===== src/rtl/count_pair_consts.svh =====
// Offsets, field positions, reset values and timing counts of the timer.
// Assumes byte addresses on an 8-bit APB address bus, one word per register.
`ifndef COUNT_PAIR_CONSTS_SVH
`define COUNT_PAIR_CONSTS_SVH

// ***************************************
// Register byte offsets
// ***************************************
`define COUNT_PAIR_OFS_CTRL 8'h00
`define COUNT_PAIR_OFS_CNT_LO 8'h04
`define COUNT_PAIR_OFS_CNT_HI 8'h08
`define COUNT_PAIR_OFS_FLAGS 8'h0C
`define COUNT_PAIR_OFS_ENABLES 8'h10
`define COUNT_PAIR_OFS_PRIO 8'h14
`define COUNT_PAIR_OFS_AUX 8'h18

// ***************************************
// Control register fields
// ***************************************
`define COUNT_PAIR_CTRL_WIDE 7
`define COUNT_PAIR_CTRL_PS_HI 5
`define COUNT_PAIR_CTRL_PS_LO 4
`define COUNT_PAIR_CTRL_SYNC 2
`define COUNT_PAIR_CTRL_CS 1
`define COUNT_PAIR_CTRL_RUN 0
`define COUNT_PAIR_CTRL_RESET 8'h00

// ***************************************
// Interrupt and auxiliary registers
// ***************************************
`define COUNT_PAIR_OVF_BIT 1
`define COUNT_PAIR_INT_MASK 8'h4F
`define COUNT_PAIR_INT_RESET 8'h00
`define COUNT_PAIR_AUX_OSC_BIT 0
`define COUNT_PAIR_AUX_MASK 8'h01

// ***************************************
// Counting constants
// ***************************************
`define COUNT_PAIR_CNT_MAX 16'hFFFF
`define COUNT_PAIR_CNT_ZERO 16'h0000
`define COUNT_PAIR_TRIG_MODE 4'hB
`define COUNT_PAIR_CLKS_PER_INSN 2'h3

`endif


===== src/rtl/count_pair_pkg.sv =====
// Types shared by the timer files.
// Assumes the constants header is compiled alongside.
package count_pair_pkg;
  typedef enum logic [1:0] {
    count_pair_timer,
    count_pair_sync_counter,
    count_pair_async_counter
  } count_pair_mode_type;
endpackage


===== src/rtl/count_pair_prescale.sv =====
// Input prescaler of the timer: passes 1 of 1, 2, 4 or 8 ticks.
// Assumes ticks are one-cycle pulses on clk.
`timescale 1ns/1ps
module count_pair_prescale (
  // Clock and reset
  input wire logic clk,
  input wire logic rst_n,
  // Control
  input wire logic clear,
  input wire logic [1:0] sel,
  // Ticks
  input wire logic tick_in,
  output logic tick_out
);
  import count_pair_pkg::*;

  logic [2:0] cnt_q;
  logic [2:0] mask;

  // 00 -> 1:1, 01 -> 1:2, 10 -> 1:4, 11 -> 1:8
  assign mask = 3'((4'h1 << sel) - 4'h1);
  assign tick_out = tick_in && ((cnt_q & mask) == mask);

  always_ff @(posedge clk or negedge rst_n) begin
    if (!rst_n) begin
      cnt_q <= 3'h0;
    end else if (clear) begin
      cnt_q <= 3'h0;
    end else if (tick_in) begin
      cnt_q <= cnt_q + 3'h1;
    end
  end
endmodule // count_pair_prescale


===== src/rtl/count_pair_top.sv =====
// Sixteen-bit timer/counter with APB register access.
// Assumes the compare unit's trigger is synchronous to clk; count pins pass a two-flop synchroniser unless bypassed.
//
// Design decisions made here: the APB register port and the placing of the registers.
`timescale 1ns/1ps
`include "count_pair_consts.svh"

module count_pair_top (
  // Clock and reset
  input wire logic clk,
  input wire logic reset_n,
  // APB slave
  input wire logic psel,
  input wire logic penable,
  input wire logic pwrite,
  input wire logic [7:0] paddr,
  input wire logic [31:0] pwdata,
  output logic [31:0] prdata,
  output logic pready,
  output logic pslverr,
  // Count clock pins
  input wire logic ext_count_input,
  input wire logic aux_osc_clk,
  input wire logic [1:0] port_direction,
  output logic [1:0] osc_pin_oe_n,
  // Compare unit one
  input wire logic [3:0] compare_unit_mode_field,
  input wire logic compare_trigger,
  input wire logic [7:0] compare_value_high,
  input wire logic [7:0] compare_value_low,
  // Status
  output count_pair_pkg::count_pair_mode_type count_mode,
  output logic [15:0] count_value,
  output logic overflow_irq,
  output logic overflow_irq_high_prio
);
  import count_pair_pkg::*;

  // ***************************************
  // Reset release
  // ***************************************
  logic rst_meta_q;
  logic rst_n_q;

  always_ff @(posedge clk or negedge reset_n) begin
    if (!reset_n) begin
      rst_meta_q <= 1'b0;
      rst_n_q <= 1'b0;
    end else begin
      rst_meta_q <= 1'b1;
      rst_n_q <= rst_meta_q;
    end
  end

  // ***************************************
  // Bus decode
  // ***************************************
  logic [7:0] ctrl_q;
  logic [7:0] flags_q;
  logic [7:0] enables_q;
  logic [7:0] prio_q;
  logic [7:0] aux_q;
  logic [15:0] count_q;
  logic [15:0] count_d;
  logic [7:0] hbuf_q;
  logic [31:0] prdata_q;

  function automatic logic hit(input logic [7:0] a, input logic [7:0] ofs);
    hit = (a == ofs);
  endfunction

  wire setup = psel && !penable;
  wire access = psel && penable;
  wire wr = access && pwrite;
  wire rd = access && !pwrite;
  wire mapped = hit(paddr, `COUNT_PAIR_OFS_CTRL) || hit(paddr, `COUNT_PAIR_OFS_CNT_LO)
    || hit(paddr, `COUNT_PAIR_OFS_CNT_HI) || hit(paddr, `COUNT_PAIR_OFS_FLAGS)
    || hit(paddr, `COUNT_PAIR_OFS_ENABLES) || hit(paddr, `COUNT_PAIR_OFS_PRIO)
    || hit(paddr, `COUNT_PAIR_OFS_AUX);
  wire wr_ctrl = wr && hit(paddr, `COUNT_PAIR_OFS_CTRL);
  wire wr_lo = wr && hit(paddr, `COUNT_PAIR_OFS_CNT_LO);
  wire wr_hi = wr && hit(paddr, `COUNT_PAIR_OFS_CNT_HI);
  wire wr_flags = wr && hit(paddr, `COUNT_PAIR_OFS_FLAGS);
  wire wr_en = wr && hit(paddr, `COUNT_PAIR_OFS_ENABLES);
  wire wr_prio = wr && hit(paddr, `COUNT_PAIR_OFS_PRIO);
  wire wr_aux = wr && hit(paddr, `COUNT_PAIR_OFS_AUX);
  wire rd_lo = rd && hit(paddr, `COUNT_PAIR_OFS_CNT_LO);
  wire [7:0] wbyte = pwdata[7:0];

  // ***************************************
  // Control fields
  // ***************************************
  wire wide = ctrl_q[`COUNT_PAIR_CTRL_WIDE];
  wire run = ctrl_q[`COUNT_PAIR_CTRL_RUN];
  wire ext_sel = ctrl_q[`COUNT_PAIR_CTRL_CS];
  wire no_sync = ctrl_q[`COUNT_PAIR_CTRL_SYNC];
  wire [1:0] ps_sel = ctrl_q[`COUNT_PAIR_CTRL_PS_HI:`COUNT_PAIR_CTRL_PS_LO];
  wire aux_osc_enable = aux_q[`COUNT_PAIR_AUX_OSC_BIT];

  // Sync bit has no meaning under the internal clock
  assign count_mode = !ext_sel ? count_pair_timer
    : (no_sync ? count_pair_async_counter : count_pair_sync_counter);

  // Oscillator pins become inputs regardless of port direction
  assign osc_pin_oe_n = aux_osc_enable ? 2'b11 : port_direction;

  // ***************************************
  // Instruction-cycle enable
  // ***************************************
  logic [1:0] insn_div_q;
  wire insn_tick = (insn_div_q == `COUNT_PAIR_CLKS_PER_INSN);

  always_ff @(posedge clk or negedge rst_n_q) begin
    if (!rst_n_q) begin
      insn_div_q <= 2'h0;
    end else begin
      insn_div_q <= insn_div_q + 2'h1;
    end
  end

  // ***************************************
  // External edge detection
  // ***************************************
  logic ext_meta_q;
  logic ext_sync_q;
  logic ext_prev_q;
  logic ext_armed_q;
  wire ext_raw = aux_osc_enable ? aux_osc_clk : ext_count_input;
  // Bypass trades jitter safety for two fewer cycles of latency
  wire ext_level = no_sync ? ext_raw : ext_sync_q;
  // First counted edge must follow a low level seen on the line after reset
  wire ext_edge = ext_level && !ext_prev_q && ext_armed_q;

  always_ff @(posedge clk or negedge rst_n_q) begin
    if (!rst_n_q) begin
      ext_meta_q <= 1'b0;
      ext_sync_q <= 1'b0;
      ext_prev_q <= 1'b0;
      ext_armed_q <= 1'b0;
    end else begin
      ext_meta_q <= ext_raw;
      ext_sync_q <= ext_meta_q;
      ext_prev_q <= ext_level;
      if (!ext_level) begin
        ext_armed_q <= 1'b1;
      end
    end
  end

  // ***************************************
  // Counter
  // ***************************************
  wire src_tick = ext_sel ? ext_edge : insn_tick;
  wire cnt_wr = wr_lo || (wr_hi && !wide);
  // Compare unit trigger in the matching mode clears the count and prescaler
  wire trig_hit = compare_trigger
    && (compare_unit_mode_field == `COUNT_PAIR_TRIG_MODE);
  wire presc_clear = cnt_wr || trig_hit;
  wire inc;
  wire ovf = inc && (count_q == `COUNT_PAIR_CNT_MAX);

  count_pair_prescale u_prescale (
    .clk(clk),
    .rst_n(rst_n_q),
    .clear(presc_clear),
    .sel(ps_sel),
    .tick_in(src_tick && run),
    .tick_out(inc)
  );

  always_comb begin
    count_d = count_q;
    if (wr_lo) begin
      // Wide mode loads the buffered high byte with the low byte
      count_d = wide ? {hbuf_q, wbyte} : {count_q[15:8], wbyte};
    end else if (wr_hi && !wide) begin
      count_d = {wbyte, count_q[7:0]};
    end else if (trig_hit) begin
      count_d = `COUNT_PAIR_CNT_ZERO;
    end else if (inc) begin
      count_d = count_q + 16'h0001;
    end
  end

  // Zero at reset keeps checks free of unknowns; software still loads it
  always_ff @(posedge clk or negedge rst_n_q) begin
    if (!rst_n_q) begin
      count_q <= `COUNT_PAIR_CNT_ZERO;
    end else begin
      count_q <= count_d;
    end
  end

  // ***************************************
  // Register file
  // ***************************************
  always_ff @(posedge clk or negedge rst_n_q) begin
    if (!rst_n_q) begin
      ctrl_q <= `COUNT_PAIR_CTRL_RESET;
      enables_q <= `COUNT_PAIR_INT_RESET;
      prio_q <= `COUNT_PAIR_INT_RESET;
      aux_q <= 8'h00;
      hbuf_q <= 8'h00;
    end else begin
      if (wr_ctrl) begin
        ctrl_q <= wbyte;
      end
      if (wr_en) begin
        enables_q <= wbyte & `COUNT_PAIR_INT_MASK;
      end
      if (wr_prio) begin
        prio_q <= wbyte & `COUNT_PAIR_INT_MASK;
      end
      if (wr_aux) begin
        aux_q <= wbyte & `COUNT_PAIR_AUX_MASK;
      end
      if (rd_lo && wide) begin
        hbuf_q <= count_q[15:8];
      end else if (wr_hi && wide) begin
        hbuf_q <= wbyte;
      end
    end
  end

  // Rollover set wins over a same-cycle software clear
  logic [7:0] flags_d;
  always_comb begin
    flags_d = flags_q;
    if (wr_flags) begin
      flags_d = wbyte & `COUNT_PAIR_INT_MASK;
    end
    if (ovf) begin
      flags_d[`COUNT_PAIR_OVF_BIT] = 1'b1;
    end
  end

  always_ff @(posedge clk or negedge rst_n_q) begin
    if (!rst_n_q) begin
      flags_q <= `COUNT_PAIR_INT_RESET;
    end else begin
      flags_q <= flags_d;
    end
  end

  wire ovf_req = flags_q[`COUNT_PAIR_OVF_BIT] && enables_q[`COUNT_PAIR_OVF_BIT];
  assign overflow_irq = ovf_req;
  assign overflow_irq_high_prio = ovf_req && prio_q[`COUNT_PAIR_OVF_BIT];
  assign count_value = count_q;

  // ***************************************
  // Read data
  // ***************************************
  // High byte in wide mode reads the buffer, not the live count
  wire [7:0] rd_hi_byte = wide ? hbuf_q : count_q[15:8];
  wire [7:0] rd_byte =
      hit(paddr, `COUNT_PAIR_OFS_CTRL) ? ctrl_q
    : hit(paddr, `COUNT_PAIR_OFS_CNT_LO) ? count_q[7:0]
    : hit(paddr, `COUNT_PAIR_OFS_CNT_HI) ? rd_hi_byte
    : hit(paddr, `COUNT_PAIR_OFS_FLAGS) ? flags_q
    : hit(paddr, `COUNT_PAIR_OFS_ENABLES) ? enables_q
    : hit(paddr, `COUNT_PAIR_OFS_PRIO) ? prio_q
    : hit(paddr, `COUNT_PAIR_OFS_AUX) ? aux_q
    : 8'h00;

  // Sampled in setup; the buffered high byte is taken one cycle later, in the access phase of the low-byte read
  always_ff @(posedge clk or negedge rst_n_q) begin
    if (!rst_n_q) begin
      prdata_q <= 32'h00000000;
    end else if (setup && !pwrite) begin
      prdata_q <= {24'h000000, rd_byte};
    end
  end

  assign prdata = prdata_q;
  assign pready = 1'b1;
  assign pslverr = access && !mapped;
endmodule // count_pair_top

===== config.mk =====
export PLATFORM = sky130hd
export DESIGN_NAME = count_pair_top
export DESIGN_NICKNAME = d
export VERILOG_FILES = /design/src/rtl/count_pair_pkg.sv /design/src/rtl/count_pair_prescale.sv /design/src/rtl/count_pair_top.sv
export VERILOG_INCLUDE_DIRS = /design/src /design/src/rtl
export SDC_FILE = /design/constraint.sdc
export NUM_CORES = 1
export LEC_CHECK = 0
export ABC_AREA = 1
export BUFFER_PORTS_ARGS = -buffer_cell sky130_fd_sc_hd__clkbuf_2
export CAP_MARGIN = 20
export CORE_MARGIN = 3
export CORE_UTILIZATION = 50
export CTS_CLUSTER_SIZE = 14
export DETAILED_ROUTE_END_ITERATION = 10
export PLACE_DENSITY = 0.78
export RECOVER_POWER = 100
export SYNTH_ARGS = -nofsm -noshare
export SYNTH_HDL_FRONTEND = slang
export SYNTH_SLANG_ARGS = --single-unit

===== constraint.sdc =====
create_clock -name clk -period 5.35 [get_ports clk]
set_input_delay 1.07 -clock clk [delete_from_list [all_inputs] [get_ports clk]]
set_output_delay 1.07 -clock clk [all_outputs]
set_load 0.005 [all_outputs]

==> results of run 1 <==
==> state kept, by name (all words and copies together) (netlist names), 2 cells and up <==
register / cells
count_value: 16
ctrl_q: 8
hbuf_q: 8
prdata: 8
enables_q: 5
flags_q: 5
prio_q: 5
u_prescale.cnt_q: 3
insn_div_q: 2
==> per-layer routing <==
layer,up-vias,part of all wire,global-route usage
met5,-,0,0
met2,165,0.44,0.3439
met4,0,0.033,0.08531
li1,1861,-,-
met3,28,0.077,0.04953
met1,1759,0.45,0.3105
==> cells by family after synthesis <==
| group | after synthesis | share of synthesized area |
|---|---|---|
| adders and majority gates | 3 | 0.009026 |
| xor gates and xnor gates | 10 | 0.02106 |
| buffers and inverters | 103 | 0.1300 |
| DFF | 67 | 0.4031 |
| AOI/OAI and AO/OA | 90 | 0.1203 |
| other | 2 | 0.001806 |
| and+or+nand+nor | 291 | 0.3147 |
==> layout by cell type (no fill, tap or decap), drive strengths merged, types with 3 or more instances in the layout <==
master,n
o221ai,4
dfrtp,67
ha,3
nand3,27
nand4,8
xor2,6
clkinvlp,3
inv,65
conb,26
o22ai,4
clkbuf,70
a21oi,14
nor3,3
nor2,54
or2,5
o21ai,64
nand2,191
xnor2,4
==> worst min path at each step <==
stage | startpoint | to | slack [ns]
6_report | rst_meta_q | rst_n_q | 0.36
3_3_place_gp | ext_meta_q | ext_sync_q | 0.34
3_5_place_dp | ext_meta_q | ext_sync_q | 0.34
4_1_cts | ext_meta_q | ext_sync_q | 0.36
5_1_grt | ext_meta_q | ext_sync_q | 0.37
2_1_floorplan | ext_meta_q | ext_sync_q | 0.33
==> area by class of cell <==
type,instances,area share
clock buffer,10,0.03044
inverter,66,0.05506
sequential,67,0.3711
clock inverter,6,0.01965
tap,102,0.02822
timing repair buffer,61,0.06364
multi-input combinational,420,0.4319
==> per-stage QoR <==
| stage | hold WS (ns) | util | setup WS (ns) |
|---|---|---|---|
| after floorplan | 0.3312 | - | 2.594 |
| after global placement | 0.3360 | 0.5576 | 2.199 |
| after detailed placement | 0.3365 | 0.5576 | 2.141 |
| after CTS | 0.3614 | 0.5863 | 2.135 |
| after global routing | 0.3676 | 0.5733 | 1.046 |
| final | 0.3560 | 0.5733 | 1.890 |
==> power by group <==
group	switching, mW	internal (mW)	total [mW]
registers	0.0445	0.535	0.580
clock network	0.202	0.275	0.477
logic	0.0929	0.0610	0.154
total	0.340	0.871	1.21
==> impl_metrics.toml, run 1 <==
[placed_design]
io_buffers = 60
post-place-cells = 716
globalplace.congestion = 0.9038
hpwl_microns = 8029
dpl-instance-area_sq_um = 4398

[setup_path]
cpLargestDelayFamily = "buffers and inverters"
worst_r2r_endpoint = "hbuf_q[2]"
crit_buf_inv = 1
worst_path_max_delay_cell = "sky130_fd_sc_hd__clkbuf_1"
critical_path_arrival_ns = 3.13
setup.reg_to_reg.worst_slack_ns = 1.89
reg2regPathDepth = 1
crit_path_end_kind = "asynchronous set/reset pin"
critPathMaxStageDelay_ns = 2.41
cp_max_fo = 65
worstPathCellList = "clkbuf_1"
worst_flop_to_flop_path_startpoint = "rst_n_q"
timing.setup.critical_path_class = "reg2async"
worst-endpoint-required_ns = 5.02
endpoint = "hbuf_q[2]"
crit_start = "rst_n_q"
critPathLaunchType = "flop"
timing.critical_path.depth = 1

[clock_tree]
cts-root-to-sink-buffers = 2
ctsRootBufferMaster = "sky130_fd_sc_hd__clkbuf_8"
cts_htree_levels = 3
hold_buffers = 0
tritoncts_sink_count = 67
tritoncts.num_buffers = 9
clock_insertion_delay_worst_skew_ns = 0.34
path_clk_slew_ns = 0.07
cts_tree = "built"
cts_setup_buffers = 0
cts_resized = 0

[pwr]
peakVddDrop_uv = 163.1
leakage_nw = 2.214
powerDensity_nw_per_um2 = 267.8
power.total_mw = 1.211

[timing]
layout_min_cycle_time_ns = 3.460
grt_setup_unrepaired = "no"
slew_viol_final = 66
fin_crit_sh = 0.6468
relative_slew_slack = -1.293
setup_viol = 0
setup_tns_ns = 0
clock.fmax_mhz = 289.0
timing.clock.skew_ns = 0.007818
worst-slew-pin-transition_ns = 3.440
timing.final.hold_violations = 0

[drt]
antenna_left = 0
length_of_the_first_detailed_routing_pass_in_iterations = 5
finalWirelength_microns = 10480
post-route-drc-count = 0
drtIter0Drc = 308
post_drt_wl_per_cell_microns = 14.32
route.detailed.vias_per_inst = 5.209
vias = 3813

[synthesis]
ys_types = 40
dominantRegCellSynth = "sky130_fd_sc_hd__dfrtp_1"
ys_ff_latch = 67
synth.area.top_cells = "sky130_fd_sc_hd__dfrtp_1, sky130_fd_sc_hd__nand2_1, sky130_fd_sc_hd__o21ai_0, sky130_fd_sc_hd__inv_1, sky130_fd_sc_hd__buf_4"
postSynthAreaPerCell_sq_um = 7.348
synth_top_area_cell = "sky130_fd_sc_hd__dfrtp_1"
synth-async-reset-ratio = 1.000
synth_sequential_area_ratio = 0.4031
synth_most_common_cell = "sky130_fd_sc_hd__nand2_1"
synth_edf_count = 0
synth_top_cell_area_share = 0.4031
synth.top_cells.by_count = "sky130_fd_sc_hd__nand2_1, sky130_fd_sc_hd__dfrtp_1, sky130_fd_sc_hd__inv_1"
yosys_warnings = 0
syn-cell-area_sq_um = 4159
synth_cells = 566

[floorplanning]
coreArea_sq_um = 7888
floorplan.rows = 32
initial_cell_density_of_the_core = 0.5273
dieWidth_microns = 97.20
fp.dieH_microns = 97.20
num_io_pins = 126
floorplan.die_area_sq_um = 9448

[layout]
fillCellCount = 791
post-route-cell-area_sq_um = 4522
area_growth_syn_to_layout_pct = 8.725
diodes = 0
final_net_count = 698
sequential_cell_area_sq_um = 1678
layout-drive-gt1-share = 0.1397
area_of_the_multi_input_gates_sq_um = 1953
layout.cells.non_filler = 732

[grt]
grt_max_degree = 66
vias_in_the_first_global_route = 3586
track_usage = 0.2243
wire_length_of_the_first_global_routing_pass_microns = 17280
overflow = 0
antenna_found_initial = 0

[status]
result_of_the_run = "complete, but fails checks"
failing_checks = "max-capacitance violations, max-slew violations"

[run]
max_cap_violations = 1

[min_path]
hold_path_cell_cnt = 0
worst_min_delay_path_class = "reg2reg"
(Power assumes the default switching activity.)
==> inputs of run 2 (changes only) <==
- clock period: 5.35 -> 3.35 ns (I/O delays scaled with it)
==> run 2 against run 1 <==
  * The run now ends clean
  * Total power grew 61%
  * Combinational power rose by 65%
  * Setup slack worse by 1.3 ns
  * Clock-buffer cell count is 2 higher
  * Critical path type is now in2reg
  * Via count grew 1.9%
  * Cell area up 0.91%
  * Clock skew hardly changed
  * Final cell count grew 0.27%
  * First-iteration DRC count down 3.6%
==> impl_metrics.toml, run 2 (same netlist as run 1, synthesis figures left out) <==
[clock_tree]
hold_buffers = 0
cts_resized = 0
cts_setup_buffers = 0
tritoncts_sink_count = 67
path_clk_slew_ns = 0.07
cts_htree_levels = 3
tritoncts.num_buffers = 9
clock_insertion_delay_worst_skew_ns = 0.35
cts_tree = "built"
ctsRootBufferMaster = "sky130_fd_sc_hd__clkbuf_8"
cts-root-to-sink-buffers = 2

[setup_path]
crit_path_end_kind = "flop"
worst-endpoint-required_ns = 3.58
cp_max_fo = 11
timing.setup.critical_path_class = "in2reg"
critPathLaunchType = "primary input"
critical_path_arrival_ns = 2.97

[layout]
area_growth_syn_to_layout_pct = 9.717
area_of_the_multi_input_gates_sq_um = 1962
post-route-cell-area_sq_um = 4563
final_common_cell = "sky130_fd_sc_hd__nand2_1"
largest_register_ffs = 16
final_net_count = 700
diodes = 0
layout-drive-gt1-share = 0.1519
sequential_cell_area_sq_um = 1677
fillCellCount = 759
final_cell_mix = "sky130_fd_sc_hd__nand2_1, sky130_fd_sc_hd__dfrtp_1, sky130_fd_sc_hd__o21ai_0, sky130_fd_sc_hd__inv_1, sky130_fd_sc_hd__clkbuf_2"

[pwr]
peakVddDrop_uv = 292.8
leakage_nw = 2.241
powerDensity_nw_per_um2 = 427.8

[timing]
timing.clock.skew_ns = 0.007841
slew_viol_final = 0
setup_tns_ns = 0
setup_viol = 0
layout_min_cycle_time_ns = 2.739
finalHoldWorstSlack_ns = 0.08318
clock.fmax_mhz = 365.1
timing.final.hold_violations = 0
worst-slew-pin-transition_ns = 0.8252
fin_crit_sh = 0.8176
relative_slew_slack = 0.4478
grt_setup_unrepaired = "no"

[drt]
finalWirelength_microns = 10790
antenna_left = 0
vias = 3887
drtIter0Drc = 297
route.detailed.vias_per_inst = 5.296
post-route-drc-count = 0
post_drt_wl_per_cell_microns = 14.69
length_of_the_first_detailed_routing_pass_in_iterations = 5

[grt]
track_usage = 0.2361
globalRoute.busiestLayer = "met2"
overflow = 0
groute.layer.met1.usage = 0.3174
vias_in_the_first_global_route = 3681
grt_max_degree = 51
wire_length_of_the_first_global_routing_pass_microns = 18040
globalRouteMet2Util = 0.3673
antenna_found_initial = 0
grtUsageMet3 = 0.04594

[floorplanning]
num_io_pins = 126
floorplan.die_area_sq_um = 9448
initial_cell_density_of_the_core = 0.5273
floorplan.rows = 32
dieWidth_microns = 97.20
fp.dieH_microns = 97.20
coreArea_sq_um = 7888

[placed_design]
globalplace.congestion = 0.9446
io_buffers = 60
hpwl_microns = 8200
dpl-instance-area_sq_um = 4405

[run]
max_cap_violations = 0

[status]
result_of_the_run = "completed"

[min_path]
worst_min_delay_path_class = "in2async"
run 2: final timing paths:
kind,startpoint,slack (ns),endpoint,cells after the start
setup / recovery,penable,0.61,count_value[12],10
hold / removal,reset_n,0.08,rst_meta_q,1
setup reg to reg,ctrl_q[7],1.16,count_value[11],7
hold reg to reg,rst_n_q,0.14,u_prescale.cnt_q[0],0
max in group asynchronous,rst_n_q,2.20,hbuf_q[2],2
min in group clk,ext_meta_q,0.36,ext_sync_q,0
run 2: power breakdown:
part / leakage, nW / total [mW] / switching [mW] / internal [mW]
combinational: 1.25 / 0.254 / 0.151 / 0.102
sequential: 0.879 / 0.927 / 0.0715 / 0.855
clock: 0.113 / 0.772 / 0.313 / 0.459
total: 2.24 / 1.95 / 0.536 / 1.42
run 2: routing by layer:
metal	part of all wire	vias to the layer above
li1	-	1863
met1	0.42	1800
met2	0.46	186
met3	0.084	38
met4	0.035	0
met5	0	-
run 2: worst max-delay path: stages:
cell	delay, ns
sky130_fd_sc_hd__clkbuf_1	0.10
sky130_fd_sc_hd__nand2_1	0.13
sky130_fd_sc_hd__nor2_1	0.66
sky130_fd_sc_hd__nand3_2	0.15
sky130_fd_sc_hd__nor2_1	0.51
sky130_fd_sc_hd__nor2_2	0.23
sky130_fd_sc_hd__nand2_1	0.23
sky130_fd_sc_hd__nand2_4	0.13
sky130_fd_sc_hd__nand2_1	0.07
sky130_fd_sc_hd__o21ai_0	0.08
run 2: layout make-up:
type	instances	share of cell area
clock buffers	12	0.03400
clock inverters	4	0.01590
inverters	66	0.05539
multi-input cells	420	0.4299
flip-flops and latches	67	0.3674
well taps	102	0.02797
repair buffers	63	0.06937
run 2: through the flow:
step | setup WS, ns | util | cells | power, mW
final | 0.6111 | 0.5785 | 734 | 1.952
after global routing | 0.4463 | 0.5785 | 734 | 2.038
after CTS | 0.9493 | 0.5874 | 733 | 1.974
after detailed placement | 0.9033 | 0.5585 | 717 | 1.203
after global placement | 0.9870 | 0.5585 | 717 | 1.194
after floorplan | 1.346 | - | 590 | 1.101
==> inputs of run 3 (changes only) <==
- CORE_UTILIZATION: 50 -> 47
- PLACE_DENSITY: 0.78 -> 0.77
- clock period: 3.35 -> 2.5 ns (I/O delays scaled with it)
==> run 3 against run 2 <==
  * Routed wire length up 2.8%
  * Total power up 34%
  * Worst hold slack improved by 0.27 ns
  * Highest routed layer unchanged
  * Non-clock buffer count grew 5
  * Clock skew fell by 0.0023 ns
  * Critical path depth rose by 2
  * Sequential power rose by 35%
==> impl_metrics.toml, run 3 (same netlist as run 1, synthesis figures left out) <==
[grt]
grt_max_degree = 26
antenna_found_initial = 0
overflow = 0
track_usage = 0.2270
wire_length_of_the_first_global_routing_pass_microns = 17600
vias_in_the_first_global_route = 3608

[layout]
final_common_cell = "sky130_fd_sc_hd__nand2_1"
area_of_the_multi_input_gates_sq_um = 1976
diodes = 0
final_net_count = 705
fillCellCount = 897
area_growth_syn_to_layout_pct = 10.56
final_cell_mix = "sky130_fd_sc_hd__nand2_1, sky130_fd_sc_hd__dfrtp_1, sky130_fd_sc_hd__inv_1, sky130_fd_sc_hd__o21ai_0"
sequential_cell_area_sq_um = 1677
largest_register_ffs = 16
layout-drive-gt1-share = 0.1460

[run]
max_cap_violations = 0

[timing]
setup_tns_ns = 0
slew_viol_final = 0
layout_min_cycle_time_ns = 2.210
relative_slew_slack = 0.2637
fin_crit_sh = 0.8842
setup_viol = 0
grt_setup_unrepaired = "no"
clock.fmax_mhz = 452.4
finalHoldWorstSlack_ns = 0.3538
timing.clock.skew_ns = 0.005497
timing.final.hold_violations = 0
worst-slew-pin-transition_ns = 1.104

[floorplanning]
fp.dieH_microns = 100.1
initial_cell_density_of_the_core = 0.4938
floorplan.die_area_sq_um = 10010
num_io_pins = 126
coreArea_sq_um = 8423
floorplan.rows = 33
dieWidth_microns = 100.1

[setup_path]
cp_max_fo = 11
worstPathCellList = "clkbuf_2 -> nor2_1 -> nand2_1 -> inv_1 -> nand3_4 -> nand2_4 -> nor2_1 -> nand2_1 -> nand2_4 -> clkinv_4 -> nand2_1 -> nand2_1"
timing.setup.critical_path_class = "in2reg"
worst-endpoint-required_ns = 2.75
critical_path_arrival_ns = 2.46
critPathLaunchType = "primary input"
worst_path_most_repeated_cell = "sky130_fd_sc_hd__nand2_1"
worst_path_max_delay_cell = "sky130_fd_sc_hd__nor2_1"
critPathMaxStageDelay_ns = 0.64
crit_path_end_kind = "flop"

[min_path]
worst_min_delay_path_class = "reg2reg"

[pwr]
leakage_nw = 2.256
peakVddDrop_uv = 340.3
powerDensity_nw_per_um2 = 567.3

[clock_tree]
cts_tree = "built"
cts_htree_levels = 3
tritoncts_sink_count = 67
cts-root-to-sink-buffers = 2
ctsRootBufferMaster = "sky130_fd_sc_hd__clkbuf_8"
tritoncts.num_buffers = 9
clock_insertion_delay_worst_skew_ns = 0.36
path_clk_slew_ns = 0.08

[drt]
finalWirelength_microns = 11080
antenna_left = 0
post_drt_wl_per_cell_microns = 14.94
route.detailed.vias_per_inst = 5.201
post-route-drc-count = 0
length_of_the_first_detailed_routing_pass_in_iterations = 5
drtIter0Drc = 334
vias = 3859

[placed_design]
io_buffers = 60
globalplace.congestion = 0.8747
hpwl_microns = 8332

[status]
result_of_the_run = "completed"
## run 3: timing repair
item	in CTS	in global routing
hold buffers	1	0
endpoints found under the setup margin	0	0
setup buffers	0	0
hold endpoints to repair	2	0
resized for setup	0	0
## run 3: report_power, final
part	leakage, nW	total [mW]	switching [mW]	internal, mW
clock network	0.108	1.03	0.443	0.588
logic	1.27	0.332	0.197	0.135
registers	0.879	1.25	0.100	1.15
## run 3: per-layer routing
metal / track usage / vias to the layer above / wire (microns) / part of all wire
li1: - / 1878 / - / -
met1: 0.3090 / 1780 / 4838 / 0.44
met2: 0.3592 / 183 / 5060 / 0.46
met3: 0.05837 / 18 / 950 / 0.086
met4: 0.06736 / 0 / 234 / 0.021
met5: 0 / - / 0 / 0
## run 3: worst paths after layout
check / start / cells after the start / endpoint / slack [ns]
worst min-delay path: ext_meta_q / 0 / ext_sync_q / 0.35
worst max register to register: rst_n_q / 1 / ext_meta_q / 0.50
max in group asynchronous: rst_n_q / 1 / ext_meta_q / 0.50
worst max-delay path: paddr[4] / 12 / count_value[8] / 0.29
worst min register to register: ext_meta_q / 0 / ext_sync_q / 0.35
min in group asynchronous: reset_n / 2 / rst_meta_q / 0.45
## run 3: cell type report
| cell class | count | share of cell area |
|---|---|---|
| clock inverter | 6 | 0.01932 |
| clock buffer | 10 | 0.02993 |
| tap | 105 | 0.02857 |
| sequential | 67 | 0.3646 |
| timing repair buffer | 68 | 0.07293 |
| inverter | 66 | 0.05497 |
| multi-input combinational | 420 | 0.4297 |
## run 3: worst max-delay path, delay by kind of cell
family                 cells  cell delay [ns]
AND/OR/NAND/NOR            9             1.63
buffers and inverters      3             0.33
## run 3: through the flow
| stage | utilization | worst slack, ns | power [mW] | area [sq um] | cells |
|---|---|---|---|---|---|
| 6_report | 0.5459 | 0.2895 | 2.609 | 4598 | 742 |
| 2_1_floorplan | - | 0.4962 | 1.476 | 4249 | 590 |
| 5_1_grt | 0.5459 | 0.1477 | 2.729 | 4598 | 742 |
| 3_3_place_gp | 0.5279 | 0.3744 | 1.598 | 4447 | 725 |
| 3_5_place_dp | 0.5279 | 0.3600 | 1.609 | 4447 | 725 |
| 4_1_cts | 0.5560 | 0.5236 | 2.643 | 4683 | 742 |
